==> src/verilog/stp_pkg.sv <==
// constants of the synthesizer test output and pll bypass block
// How it works
// - diagnostic node chosen by serial test selector
// - parallel latch low forces selector to zero
// - decode constants, ref/2, feedback, output, output/4
// - zero selects shift register serial output
// - selector 110 enters pll bypass mode
// - bypass feeds serial clock into both dividers
// - bypass post divider output drives clock out
// - bypass feedback output toggles at serial/(2n)
// - feedback output duty cycle is not symmetric
// - post divide setting one really divides two
// - falling serial transfer latches new values
package stp_pkg;
    // ------------------------------------------------------------------
    // serial frame layout
    // ------------------------------------------------------------------
    localparam int SR_W    = 12;
    localparam int T_W     = 3;
    localparam int N_W     = 2;
    localparam int M_W     = 7;
    localparam int T_MSB   = 11;
    localparam int T_LSB   = 9;
    localparam int N_MSB   = 8;
    localparam int N_LSB   = 7;
    localparam int M_MSB   = 6;
    localparam int M_LSB   = 0;
    localparam int CNT_W   = 8;
    // ------------------------------------------------------------------
    // test selector codes
    // ------------------------------------------------------------------
    localparam logic [2:0] T_SHIFT  = 3'h0;
    localparam logic [2:0] T_ONE    = 3'h1;
    localparam logic [2:0] T_REF2   = 3'h2;
    localparam logic [2:0] T_FB     = 3'h3;
    localparam logic [2:0] T_OUT    = 3'h4;
    localparam logic [2:0] T_ZERO   = 3'h5;
    localparam logic [2:0] T_BYPASS = 3'h6;
    localparam logic [2:0] T_OUT4   = 3'h7;
    // ------------------------------------------------------------------
    // post divide encodings and half-period counts
    // ------------------------------------------------------------------
    localparam logic [1:0] N_DIV2 = 2'h0;
    localparam logic [1:0] N_DIV4 = 2'h1;
    localparam logic [1:0] N_DIV8 = 2'h2;
    localparam logic [1:0] N_DIV1 = 2'h3;
    localparam logic [CNT_W-1:0] HALF_DIV2 = 8'h01;
    localparam logic [CNT_W-1:0] HALF_DIV4 = 8'h02;
    localparam logic [CNT_W-1:0] HALF_DIV8 = 8'h04;
    localparam logic [CNT_W-1:0] HALF_DIV1 = 8'h01;
    localparam logic [CNT_W-1:0] NVAL_DIV2 = 8'h02;
    localparam logic [CNT_W-1:0] NVAL_DIV4 = 8'h04;
    localparam logic [CNT_W-1:0] NVAL_DIV8 = 8'h08;
    localparam logic [CNT_W-1:0] NVAL_DIV1 = 8'h02;
    // ------------------------------------------------------------------
    // apb register map
    // ------------------------------------------------------------------
    localparam logic [11:0] ADDR_CTRL   = 12'h000;
    localparam logic [11:0] ADDR_STATUS = 12'h004;
    localparam int          CTRL_RUN    = 0;
    localparam logic        CTRL_RST    = 1'h1;
    localparam int          ST_T_LSB    = 0;
    localparam int          ST_N_LSB    = 4;
    localparam int          ST_M_LSB    = 8;
    localparam int          ST_BYPASS   = 16;
    localparam logic [M_W-1:0] M_RST    = 7'h00;
    localparam logic [N_W-1:0] N_RST    = 2'h0;
endpackage

==> src/verilog/stp_top.sv <==
// synthesizer diagnostic output selector and pll bypass logic
//
// Chosen here: the APB slave port and the register offsets.
`timescale 1ns/1ps
module stp_top (
    input  wire logic        ref_clk,
    input  wire logic        rst_b,
    input  wire logic        s_clock,
    input  wire logic        s_data,
    input  wire logic        s_load,
    input  wire logic        p_load,
    input  wire logic [6:0]  m_par,
    input  wire logic [1:0]  n_par,
    input  wire logic        vco_tick,
    input  wire logic        psel,
    input  wire logic        penable,
    input  wire logic        pwrite,
    input  wire logic [11:0] paddr,
    input  wire logic [31:0] pwdata,
    output logic [31:0]      prdata,
    output logic             pready,
    output logic             pslverr,
    output logic             synth_clock_out,
    output logic             test_out
);
    // ------------------------------------------------------------------
    // pin synchronisers
    // ------------------------------------------------------------------
    logic [12:0] sync1_q;
    logic [12:0] sync2_q;
    logic        sclk_d1_q;
    logic        sload_d1_q;

    always_ff @(posedge ref_clk or negedge rst_b) begin
        if (!rst_b) begin
            sync1_q <= 13'h0000;
            sync2_q <= 13'h0000;
        end else begin
            sync1_q <= {s_clock, s_data, s_load, p_load, m_par, n_par};
            sync2_q <= sync1_q;
        end
    end

    logic       sclk_s;
    logic       sdata_s;
    logic       sload_s;
    logic       pload_s;
    logic [6:0] m_s;
    logic [1:0] n_s;
    assign {sclk_s, sdata_s, sload_s, pload_s, m_s, n_s} = sync2_q;

    always_ff @(posedge ref_clk or negedge rst_b) begin
        if (!rst_b) begin
            sclk_d1_q  <= 1'b0;
            sload_d1_q <= 1'b0;
        end else begin
            sclk_d1_q  <= sclk_s;
            sload_d1_q <= sload_s;
        end
    end

    logic sclk_rise;
    logic sload_fall;
    assign sclk_rise  = sclk_s & ~sclk_d1_q;
    assign sload_fall = ~sload_s & sload_d1_q;

    // ------------------------------------------------------------------
    // serial shift register and latched configuration
    // ------------------------------------------------------------------
    logic [stp_pkg::SR_W-1:0] shift_q;
    logic [stp_pkg::T_W-1:0]  test_sel_q;
    logic [stp_pkg::N_W-1:0]  post_sel_q;
    logic [stp_pkg::M_W-1:0]  fb_sel_q;

    always_ff @(posedge ref_clk or negedge rst_b) begin
        if (!rst_b) begin
            shift_q <= '0;
        end else if (sclk_rise && pload_s) begin
            // first bit in ends up at the top: test, post, feedback, msb first
            shift_q <= {shift_q[stp_pkg::SR_W-2:0], sdata_s};
        end
    end

    always_ff @(posedge ref_clk or negedge rst_b) begin
        if (!rst_b) begin
            test_sel_q <= stp_pkg::T_SHIFT;
            post_sel_q <= stp_pkg::N_RST;
            fb_sel_q   <= stp_pkg::M_RST;
        end else if (!pload_s) begin
            // parallel latch transparent, selector held at zero
            test_sel_q <= stp_pkg::T_SHIFT;
            post_sel_q <= n_s;
            fb_sel_q   <= m_s;
        end else if (sload_fall) begin
            test_sel_q <= shift_q[stp_pkg::T_MSB:stp_pkg::T_LSB];
            post_sel_q <= shift_q[stp_pkg::N_MSB:stp_pkg::N_LSB];
            fb_sel_q   <= shift_q[stp_pkg::M_MSB:stp_pkg::M_LSB];
        end
    end

    // ------------------------------------------------------------------
    // apb slave
    // ------------------------------------------------------------------
    logic        run_q;
    logic [31:0] prdata_q;
    logic        pready_q;
    logic        pslverr_q;
    logic        setup;
    logic        hit;
    logic        bypass;

    assign setup  = psel & ~penable & ~pready_q;
    assign hit    = (paddr == stp_pkg::ADDR_CTRL) | (paddr == stp_pkg::ADDR_STATUS);
    assign bypass = (test_sel_q == stp_pkg::T_BYPASS);

    function automatic logic [31:0] status_word(input logic [2:0] t, input logic [1:0] n,
                                                input logic [6:0] m, input logic b);
        logic [31:0] w;
        w = 32'h0000_0000;
        w[stp_pkg::ST_T_LSB +: 3] = t;
        w[stp_pkg::ST_N_LSB +: 2] = n;
        w[stp_pkg::ST_M_LSB +: 7] = m;
        w[stp_pkg::ST_BYPASS]     = b;
        return w;
    endfunction

    always_ff @(posedge ref_clk or negedge rst_b) begin
        if (!rst_b) begin
            pready_q  <= 1'b0;
            pslverr_q <= 1'b0;
            prdata_q  <= 32'h0000_0000;
        end else begin
            pready_q  <= setup;
            pslverr_q <= setup & ~hit;
            if (setup && !pwrite && paddr == stp_pkg::ADDR_CTRL) begin
                prdata_q <= {31'h0000_0000, run_q};
            end else if (setup && !pwrite && paddr == stp_pkg::ADDR_STATUS) begin
                prdata_q <= status_word(test_sel_q, post_sel_q, fb_sel_q, bypass);
            end else if (setup) begin
                prdata_q <= 32'h0000_0000;
            end
        end
    end

    always_ff @(posedge ref_clk or negedge rst_b) begin
        if (!rst_b) begin
            run_q <= stp_pkg::CTRL_RST;
        end else if (psel && penable && pready_q && pwrite && paddr == stp_pkg::ADDR_CTRL) begin
            run_q <= pwdata[stp_pkg::CTRL_RUN];
        end
    end

    assign prdata  = prdata_q;
    assign pready  = pready_q;
    assign pslverr = pslverr_q;

    // ------------------------------------------------------------------
    // divider clock source
    // ------------------------------------------------------------------
    logic div_tick;
    // bypass swaps the vco for the serial clock on both dividers
    assign div_tick = bypass ? sclk_rise : (vco_tick & run_q);

    function automatic logic [stp_pkg::CNT_W-1:0] post_half(input logic [1:0] n);
        case (n)
            stp_pkg::N_DIV2: post_half = stp_pkg::HALF_DIV2;
            stp_pkg::N_DIV4: post_half = stp_pkg::HALF_DIV4;
            stp_pkg::N_DIV8: post_half = stp_pkg::HALF_DIV8;
            default:         post_half = stp_pkg::HALF_DIV1;
        endcase
    endfunction

    function automatic logic [stp_pkg::CNT_W-1:0] post_val(input logic [1:0] n);
        case (n)
            stp_pkg::N_DIV2: post_val = stp_pkg::NVAL_DIV2;
            stp_pkg::N_DIV4: post_val = stp_pkg::NVAL_DIV4;
            stp_pkg::N_DIV8: post_val = stp_pkg::NVAL_DIV8;
            default:         post_val = stp_pkg::NVAL_DIV1;
        endcase
    endfunction

    // ------------------------------------------------------------------
    // post divider
    // ------------------------------------------------------------------
    logic [stp_pkg::CNT_W-1:0] post_cnt_q;
    logic                      post_out_q;

    always_ff @(posedge ref_clk or negedge rst_b) begin
        if (!rst_b) begin
            post_cnt_q <= '0;
            post_out_q <= 1'b0;
        end else if (div_tick) begin
            if (post_cnt_q >= post_half(post_sel_q) - 8'h01) begin
                post_cnt_q <= '0;
                post_out_q <= ~post_out_q;
            end else begin
                post_cnt_q <= post_cnt_q + 8'h01;
            end
        end
    end

    // ------------------------------------------------------------------
    // feedback counter: one-tick pulse per wrap, not symmetric
    // ------------------------------------------------------------------
    logic [stp_pkg::CNT_W-1:0] fb_cnt_q;
    logic                      fb_out_q;
    logic [stp_pkg::CNT_W-1:0] fb_term;
    logic [stp_pkg::CNT_W-1:0] fb_nval;

    assign fb_nval = post_val(post_sel_q);
    // bypass wraps every 2n serial clocks, otherwise every m vco ticks
    assign fb_term = bypass ? {fb_nval[stp_pkg::CNT_W-2:0], 1'b0}
                            : {1'b0, fb_sel_q};

    always_ff @(posedge ref_clk or negedge rst_b) begin
        if (!rst_b) begin
            fb_cnt_q <= '0;
            fb_out_q <= 1'b0;
        end else if (div_tick) begin
            if (fb_cnt_q + 8'h01 >= fb_term) begin
                fb_cnt_q <= '0;
                fb_out_q <= 1'b1;
            end else begin
                fb_cnt_q <= fb_cnt_q + 8'h01;
                fb_out_q <= 1'b0;
            end
        end
    end

    // ------------------------------------------------------------------
    // reference divided by two and output divided by four
    // ------------------------------------------------------------------
    logic       ref2_q;
    logic [1:0] out4_q;
    logic       post_d1_q;

    always_ff @(posedge ref_clk or negedge rst_b) begin
        if (!rst_b) begin
            ref2_q    <= 1'b0;
            out4_q    <= 2'h0;
            post_d1_q <= 1'b0;
        end else begin
            ref2_q    <= ~ref2_q;
            post_d1_q <= post_out_q;
            if (post_out_q && !post_d1_q) begin
                out4_q <= out4_q + 2'h1;
            end
        end
    end

    // ------------------------------------------------------------------
    // output multiplexers
    // ------------------------------------------------------------------
    logic test_d;
    logic test_q;
    logic synth_q;

    always_comb begin
        // selection from the latched selector only
        case (test_sel_q)
            stp_pkg::T_SHIFT:  test_d = shift_q[stp_pkg::SR_W-1];
            stp_pkg::T_ONE:    test_d = 1'b1;
            stp_pkg::T_REF2:   test_d = ref2_q;
            stp_pkg::T_FB:     test_d = fb_out_q;
            stp_pkg::T_OUT:    test_d = post_out_q;
            stp_pkg::T_ZERO:   test_d = 1'b0;
            stp_pkg::T_BYPASS: test_d = fb_out_q;
            default:           test_d = out4_q[1];
        endcase
    end

    always_ff @(posedge ref_clk or negedge rst_b) begin
        if (!rst_b) begin
            test_q  <= 1'b0;
            synth_q <= 1'b0;
        end else begin
            test_q  <= test_d;
            synth_q <= post_out_q;
        end
    end

    assign test_out        = test_q;
    assign synth_clock_out = synth_q;
endmodule

==> config.mk <==
export PLATFORM = sky130hd
export DESIGN_NAME = stp_top
export DESIGN_NICKNAME = d
export VERILOG_FILES = /design/src/verilog/stp_pkg.sv /design/src/verilog/stp_top.sv
export SDC_FILE = /design/constraint.sdc
export NUM_CORES = 1
export LEC_CHECK = 0
export ABC_CLOCK_PERIOD_IN_PS = 3100
export BUFFER_PORTS_ARGS = -buffer_cell sky130_fd_sc_hd__buf_2
export CAP_MARGIN = 20
export CORE_UTILIZATION = 45
export DETAILED_ROUTE_END_ITERATION = 8
export PLACE_DENSITY = 0.7
export SYNTH_ARGS = -nofsm -noshare
export SYNTH_HDL_FRONTEND = slang
export SYNTH_SLANG_ARGS = --single-unit
==> constraint.sdc <==
create_clock -name ref_clk -period 3.1 [get_ports ref_clk]
set_input_delay 0.155 -clock ref_clk [delete_from_list [all_inputs] [get_ports ref_clk]]
set_output_delay 0.155 -clock ref_clk [all_outputs]
set_load 0.02 [all_outputs]
; Word level (Yosys, flattened, before mapping)
; Cells that the tools add are included.
[op_classes]
addsub = 4
n_lt_le_gt_ge = 2
n_mux = 18
reduce_logical = 16
n_eq_ne = 10
bitwise = 14
[ops]
columns = operator, n
row1 = $mux W32, 3
row2 = $mux W8, 4
row3 = $add A8 B1 Y8 const B, 2
row4 = $ge A8 B8 Y1, 2
row5 = $mux W7, 2
row6 = $eq A12 B3 Y1 const B, 1
row7 = $logic_not A12 Y1, 1
row8 = $eq A3 B3 Y1 const B, 3
row9 = $logic_and A1 B1 Y1, 9
row10 = $pmux W4 S2, 1
row11 = $sub A8 B1 Y8 const B, 1
row12 = $not A1 Y1, 7
row13 = $and A1 B1 Y1, 6
row14 = $eq A3 B2 Y1 const B, 2
row15 = $mux W3, 2
row16 = $pmux W1 S6, 1
row17 = $pmux W3 S2, 1
row18 = $mux W2, 2
row19 = $eq A3 B1 Y1 const B, 1
row20 = $logic_not A3 Y1, 1
row21 = $reduce_bool A3 Y1, 1
row22 = $add A2 B1 Y2 const B, 1
row23 = $eq A2 B1 Y1 const B, 1
row24 = $eq A2 B2 Y1 const B, 1
row25 = 6 further kinds, 8
[totals]
in_bits = 63
register_bits = 110

; Longest topological paths before layout
; Gate-level depths: netlist of run 1.
[depth]
ltp_word = 7
depth_mapped = 11

; Worst setup path before layout of run 1
; No wires, ideal clock.
[synth_timing]
path_type = reg2reg
start = register fb_cnt_q[2] (netlist name)
end = register fb_out_q
path_slack_ps = 973
period_less_slack_ps = 2127
setup_time_ps = 125
n_path_buf = 1
t_arrival_ps = 2002
stages_incl_launch_ff = 10
cell_sequence = dfrtp_1 buf_2 nand3_1 or3_1 nand2_1 ha_1 a21o_1 a21oi_1 o211ai_2 mux2_2
[synth_between]
elab_chain_len = 3
[synth_rtl]
columns = element, line_no
row1 = from (decl), stp_top.sv:205  ; logic [stp_pkg::CNT_W-1:0] fb_cnt_q;
row2 = from (signal assigned), stp_top.sv:224  ; fb_cnt_q <= fb_cnt_q + 8'h01;
row3 = $add A8 B1 Y8, stp_top.sv:220  ; if (fb_cnt_q + 8'h01 >= fb_term) begin
row4 = $ge A8 B8 Y1, stp_top.sv:220
row5 = $mux W1, stp_top.sv:220
row6 = to (signal assigned), stp_top.sv:218  ; fb_out_q <= 1'b0;
row7 = to (signal assigned), stp_top.sv:222  ; fb_out_q <= 1'b1;
row8 = to (signal assigned), stp_top.sv:225  ; fb_out_q <= 1'b0;
row9 = to (decl), stp_top.sv:206  ; logic fb_out_q;
; Every way passes these cells.
; A chain may end at the register's enable or synchronous reset.

; Worst setup path in the final report of run 1
[layout_timing]
start = register test_sel_q[0] (netlist name)
end = register fb_out_q
[layout_between]
elab_chain_len = 4
[layout_rtl]
columns = element, line_no
row1 = from (decl), stp_top.sv:71  ; logic [stp_pkg::T_W-1:0] test_sel_q;
row2 = from (signal assigned), stp_top.sv:86  ; test_sel_q <= stp_pkg::T_SHIFT;
row3 = from (signal assigned), stp_top.sv:91  ; test_sel_q <= stp_pkg::T_SHIFT;
row4 = from (signal assigned), stp_top.sv:95  ; test_sel_q <= shift_q[stp_pkg::T_MSB:stp_pkg::T_LSB];
row5 = $eq A3 B3 Y1 (*), stp_top.sv:114  ; assign bypass = (test_sel_q == stp_pkg::T_BYPASS);
row6 = $mux W8, stp_top.sv:212  ; assign fb_term = bypass ? {fb_nval[stp_pkg::CNT_W-2:0], 1'b0}
row7 = $ge A8 B8 Y1, stp_top.sv:220
row8 = $mux W1, stp_top.sv:220
; Mark *: on every way between the ends. The rest lies on a longest branch, timed or not.

==> results of run 1 <==
-- where the power goes --
| group | total [mW] | switching, mW | internal, mW |
|---|---|---|---|
| combinational | 0.252 | 0.132 | 0.120 |
| clock | 0.718 | 0.424 | 0.293 |
| sequential | 1.33 | 0.0612 | 1.27 |
-- final timing paths --
path / cells past startpoint / endpoint / start / slack [ns]
setup reg to reg: 8 / fb_out_q / test_sel_q[0] / 0.64
max in group asynchronous: 3 / sync1_q[12] / rst_b / 1.97
hold / removal: 2 / run_q / pwdata[0] / 0.03
min in group asynchronous: 2 / sync1_q[6] / rst_b / 0.42
hold reg to reg: 0 / sync2_q[10] / sync1_q[10] / 0.35
setup / recovery: 8 / fb_out_q / test_sel_q[0] / 0.64
-- registers in the layout, indices dropped and copies added (netlist names), 2 cells and up --
name,flops
test_sel_q,3
sync2_q,13
out4_q,2
sync1_q,13
fb_cnt_q,8
post_sel_q,2
prdata,13
shift_q,12
post_cnt_q,8
fb_sel_q,7
-- cells in the final DEF (no fill, tap or decap), types with 2 or more instances in the layout --
master,instances
a21oi_1,17
a22o_1,13
a31oi_1,5
and2_1,3
and3_1,3
buf_2,47
buf_4,6
clkbuf_8,9
clkinvlp_4,4
conb_1,19
dfrtp_1,90
dlygate4sd3_1,14
ha_1,14
inv_1,11
mux2_2,16
mux2i_1,14
nand2_1,22
nand2b_1,3
nand3_1,6
nand3b_1,2
nor2_1,23
nor2b_1,4
nor3_1,6
nor4_1,3
o21ai_0,9
xnor2_1,6
xor2_1,2
-- critical path, stage by stage, from the launching register on --
cell and delay, ns:
dfrtp_1 0.44, nand3b_2 0.38, and2_1 0.25, ha_1 0.27
nor3b_1 0.21, o21bai_1 0.11, a21oi_1 0.19, o211ai_2 0.18
mux2_2 0.31
-- routing by layer --
metal | wire, um | vias to the layer above | track usage (%)
met5 | 0 | - | 0
met4 | 113 | 0 | 7.20
met3 | 149 | 11 | 3.38
met2 | 3330 | 40 | 27.3
met1 | 3000 | 1172 | 21.2
li1 | - | 1193 | -
-- synthesized netlist by cell type (2+ instances only) --
library cell | count | share of area [%]
nand3b_1 | 2 | 0.39
nor2b_1 | 4 | 0.65
a22o_1 | 13 | 2.9
inv_1 | 11 | 1.1
xnor2_1 | 6 | 1.4
xor2_1 | 2 | 0.45
a31oi_1 | 5 | 0.81
buf_2 | 4 | 0.52
nor4_1 | 3 | 0.49
and3_1 | 3 | 0.49
o21ai_0 | 9 | 1.2
ha_1 | 14 | 4.5
nand2_1 | 22 | 2.1
clkbuf_1 | 4 | 0.39
nor2_1 | 23 | 2.2
buf_4 | 20 | 3.9
a21oi_1 | 17 | 2.2
and2_1 | 3 | 0.49
buf_6 | 2 | 0.58
dfrtp_1 | 90 | 58
nor3_1 | 6 | 0.78
mux2_2 | 16 | 4.7
nand2b_1 | 3 | 0.49
nand3_1 | 6 | 0.78
mux2i_1 | 14 | 3.6
-- cells by family after synthesis --
group | synth area share, %
DFF | 59.0
adders and majority gates | 4.54
buffers and inverters | 6.55
and+or+nand+nor | 10.5
xor gates and xnor gates | 1.82
other | 0.0972
muxes | 8.98
AOI/OAI and AO/OA | 8.53
-- metrics by stage --
step                setup slack, ns  area, sq um
floorplan                     0.973         3930
global placement              0.684         4130
detailed placement            0.661         4130
CTS                           0.636         4440
global route                  0.413         4440
finish                        0.643         4440
-- layout make-up --
class                           count  area (sq um)  share of cell area, %
Clock buffer                        9           124                   2.79
Clock inverter                      7          52.6                   1.18
Inverter                           11          41.3                  0.929
Multi-Input combinational cell    205          1400                   31.4
Sequential cell                    91          2280                   51.3
Tap cell                          105           131                   2.96
Timing Repair Buffer               67           420                   9.46
==> results.py, run 1 <==
metrics = {
    "status": {
        "outcome": "completed",
    },
    "yosys": {
        "synthFlopType": "dfrtp_1",
        "async_flop_share_pct": 100,
        "ys_seq_area_share_pct": 59.0,
        "ys_ff_latch": 91,
        "syn_area_per_cell_sq_um": 12.1,
        "synth_edf_count": 0,
        "yosysWarnings": 0,
        "synth_cell_types": 43,
        "synthCells": 320,
        "netlist_area_sq_um": 3860,
    },
    "grt": {
        "overflow": 0,
        "grt_pass1_vias": 2431,
        "grt_usage_pct": 16.6,
        "grt_max_degree": 68,
        "grt_pass1_wl_um": 11100,
        "antenna_found_initial": 0,
    },
    "clock_network": {
        "clkTransAtPathRegs_ns": 0.09,
        "cts_buffers": 9,
        "h-tree-depth": 3,
        "clockRootBuffer": "clkbuf_8",
        "cts_resized": 0,
        "insertion_delay_ns": 0.36,
        "cts_tree": "yes",
        "cts-hold-fix-buffers": 14,
        "cts_setup_buffers": 0,
        "clk_path_buf_depth": 2,
        "cts.sinks": 91,
    },
    "drt": {
        "drc_errors": 0,
        "drt-initial-drc-count": 102,
        "first_pass_iters": 4,
        "viasPerCell": 4.88,
        "wl_per_cell_um": 13.3,
        "wl_um": 6600,
        "vias": 2416,
        "drtAntennaViolNets": 0,
    },
    "die": {
        "start_util_pct": 46.7,
        "top_level_ports": 99,
        "dieArea_sq_um": 8950,
        "coreArea_sq_um": 8260,
        "rows": 33,
        "die_h_um": 94.6,
        "dieWidth_um": 94.6,
    },
    "worst_hold_path": {
        "hp-class": "in -> reg",
    },
    "power": {
        "total_power_mw": 2.30,
        "vdd_drop_max_uv": 421,
        "p_leak_nw": 2.18,
        "power_density_nw_per_um2": 519,
    },
    "layout": {
        "layout.cells.non_filler": 495,
        "fill_cells": 721,
        "area_growth_pct": 15.1,
        "n_antenna_cell": 0,
        "drive_above_1_share_pct": 23.1,
        "nets": 462,
        "final_util_pct": 53.8,
    },
    "setup_path": {
        "endpoint_kind": "flop",
        "path_class": "reg -> reg",
        "arrival_ns": 2.71,
        "critPathRequiredTime_ns": 3.35,
        "path_max_fanout": 11,
        "startpoint_type": "flop",
    },
    "timing": {
        "fin_setup_tns_ns": 0,
        "timing.final.crit_share_pct": 79.3,
        "layout_min_cycle_time_ns": 2.46,
        "setup_viol": 0,
        "hold_slack_ns": 0.0257,
        "skew_ns": 0.0124,
        "slew_viol_final": 0,
        "max_freq_mhz": 407,
        "worstMarginPinSlew_ns": 0.813,
        "rsz0062_at_grt": "no",
        "slew-limit-headroom_pct": 45.8,
        "hold_violations": 0,
    },
    "placed_design": {
        "portBuffers": 48,
        "gp_congestion": 0.768,
        "dp.cells": 465,
        "dp_hpwl_um": 4520,
    },
    "run": {
        "drv_cap": 0,
    },
}
Note: power is estimated with default switching activity, not from simulation.
==> run 2: changes to the inputs <==
--- a/config.mk
+++ b/config.mk
@@ -5,12 +5,12 @@
 export SDC_FILE = /design/constraint.sdc
 export NUM_CORES = 1
 export LEC_CHECK = 0
-export ABC_CLOCK_PERIOD_IN_PS = 3100
+export ABC_CLOCK_PERIOD_IN_PS = 2000
 export BUFFER_PORTS_ARGS = -buffer_cell sky130_fd_sc_hd__buf_2
 export CAP_MARGIN = 20
 export CORE_UTILIZATION = 45
 export DETAILED_ROUTE_END_ITERATION = 8
-export PLACE_DENSITY = 0.7
+export PLACE_DENSITY = 0.72
 export SYNTH_ARGS = -nofsm -noshare
 export SYNTH_HDL_FRONTEND = slang
 export SYNTH_SLANG_ARGS = --single-unit
==> constraint.sdc (replaced) <==
create_clock -name ref_clk -period 2 [get_ports ref_clk]
set_input_delay 0.1 -clock ref_clk [delete_from_list [all_inputs] [get_ports ref_clk]]
set_output_delay 0.1 -clock ref_clk [all_outputs]
set_load 0.02 [all_outputs]
==> run 2 against run 1 <==
Against the previous run:
- the run now ends with negative setup slack left
- wire length is 4.8% higher
- non-clock buffer count grew 23
- setup slack worse by 0.72 ns
- via count increased by 6.9%
- clock skew is essentially flat
- hold slack worse by 0.0085 ns
- first-iteration DRC count rose by 28%
- utilization rose by 4.0 points
==> results.py, run 2 (synthesis gave the netlist of run 1 again) <==
metrics = {
    "status": {
        "outcome": "finished, violations left",
        "violations": "negative setup slack",
    },
    "clock_network": {
        "cts_tree": "yes",
        "cts.sinks": 91,
        "clockRootBuffer": "clkbuf_8",
        "clk_path_buf_depth": 2,
        "h-tree-depth": 3,
        "insertion_delay_ns": 0.36,
        "clkTransAtPathRegs_ns": 0.09,
        "cts_buffers": 9,
    },
    "layout": {
        "multi_input_area_sq_um": 1520,
        "nets": 485,
        "area_growth_pct": 23.7,
        "final_util_pct": 57.8,
        "layout_common_cells": "dfrtp_1, buf_2, buf_4",
        "fill_cells": 691,
        "layout_commonest_cell": "dfrtp_1",
        "n_antenna_cell": 0,
        "seq_area_sq_um": 2280,
        "drive_above_1_share_pct": 31.7,
    },
    "timing": {
        "skew_ns": 0.0129,
        "max_freq_mhz": 482,
        "layout_min_cycle_time_ns": 2.07,
        "slew-limit-headroom_pct": 59.6,
        "timing.final.ws_setup_ns": -0.0737,
        "rsz0062_at_grt": "yes",
        "hold_violations": 0,
        "worstMarginPinSlew_ns": 0.605,
        "timing.final.crit_share_pct": 104,
        "slew_viol_final": 0,
        "fin_setup_tns_ns": -0.254,
        "setup_viol": 7,
    },
    "grt": {
        "antenna_found_initial": 0,
        "grt_usage_pct": 17.2,
        "overflow": 0,
        "grt_max_degree": 52,
        "grt_pass1_wl_um": 11400,
        "grt_pass1_vias": 2476,
    },
    "power": {
        "total_power_mw": 3.66,
        "power_density_nw_per_um2": 767,
        "vdd_drop_max_uv": 459,
        "p_leak_nw": 2.36,
    },
    "drt": {
        "drc_errors": 0,
        "wl_um": 6920,
        "first_pass_iters": 4,
        "wl_per_cell_um": 13.4,
        "vias": 2583,
        "viasPerCell": 4.99,
        "drtAntennaViolNets": 0,
        "drt-initial-drc-count": 131,
    },
    "die": {
        "die_h_um": 94.6,
        "top_level_ports": 99,
        "start_util_pct": 46.7,
        "rows": 33,
        "dieArea_sq_um": 8950,
        "coreArea_sq_um": 8260,
        "dieWidth_um": 94.6,
    },
    "worst_hold_path": {
        "hp-class": "in -> reg",
        "min_path_cells": 3,
    },
    "placed_design": {
        "portBuffers": 48,
        "pre_cts_ws_ns": -0.133,
        "gp_congestion": 0.794,
        "dp_hpwl_um": 4870,
    },
    "setup_path": {
        "path_class": "reg -> reg",
        "arrival_ns": 2.31,
        "path_max_fanout": 5,
        "startpoint_type": "flop",
        "ff2ff_path_depth": 8,
        "endpoint_kind": "flop",
        "critPathRequiredTime_ns": 2.24,
    },
    "run": {
        "drv_cap": 0,
    },
}
run 2: stage by stage:
stage | area [sq um] | hold WS [ns] | cells
after CTS | 4720 | 0.000775 | 515
after global routing | 4780 | 0.0335 | 518
final | 4780 | 0.0172 | 518
after global placement | 4330 | 0.117 | 483
after detailed placement | 4330 | 0.116 | 483
after floorplan | 3990 | -0.196 | 338
run 2: repair_timing:
| action | 4_1_cts | 5_1_grt |
|---|---|---|
| hold buffers | 15 | 0 |
| setup buffers | 1 | 3 |
| endpoints found under the setup margin | 8 | 8 |
| pin swaps | 7 | 10 |
| resized for setup | 17 | 8 |
| hold endpoints to repair | 53 | 0 |
| gates cloned | 0 | 0 |
run 2: report_power, final:
| group | internal, mW | switching, mW |
|---|---|---|
| registers | 1.97 | 0.0921 |
| clock network | 0.496 | 0.626 |
| logic | 0.239 | 0.234 |
| total | 2.71 | 0.953 |
run 2: cell type report:
cell class	instances	area share (%)
repair buffers	90	13.2
flip-flops and latches	91	47.7
inverters	11	0.865
multi-input cells	205	31.8
clock inverters	4	0.707
clock buffers	12	3.04
well taps	105	2.75
run 2: final timing paths:
kind / from / end / slack (ns)
setup / recovery: fb_cnt_q[0] / fb_out_q / -0.07
hold / removal: psel / pready / 0.02
setup reg to reg: fb_cnt_q[0] / fb_out_q / -0.07
hold reg to reg: sync1_q[2] / sync2_q[2] / 0.35
max in group asynchronous: rst_b / sync2_q[5] / 1.10
min in group asynchronous: rst_b / post_cnt_q[2] / 0.26
run 2: metal layers:
metal / wire (um) / vias to the layer above / global-route usage (%)
met5: 0 / - / 0
met4: 95 / 0 / 6.44
met3: 339 / 9 / 4.35
met2: 3400 / 71 / 28.9
met1: 3080 / 1260 / 21.3
li1: - / 1243 / -
run 2: worst max-delay path, stage by stage (launching register included):
cell and delay, ns:
dfrtp_2 0.46, ha_2 0.23, nand2_1 0.07, nor2_1 0.05, xnor2_1 0.26, ha_1 0.31
a21oi_2 0.14, o211ai_2 0.16, mux2_4 0.28
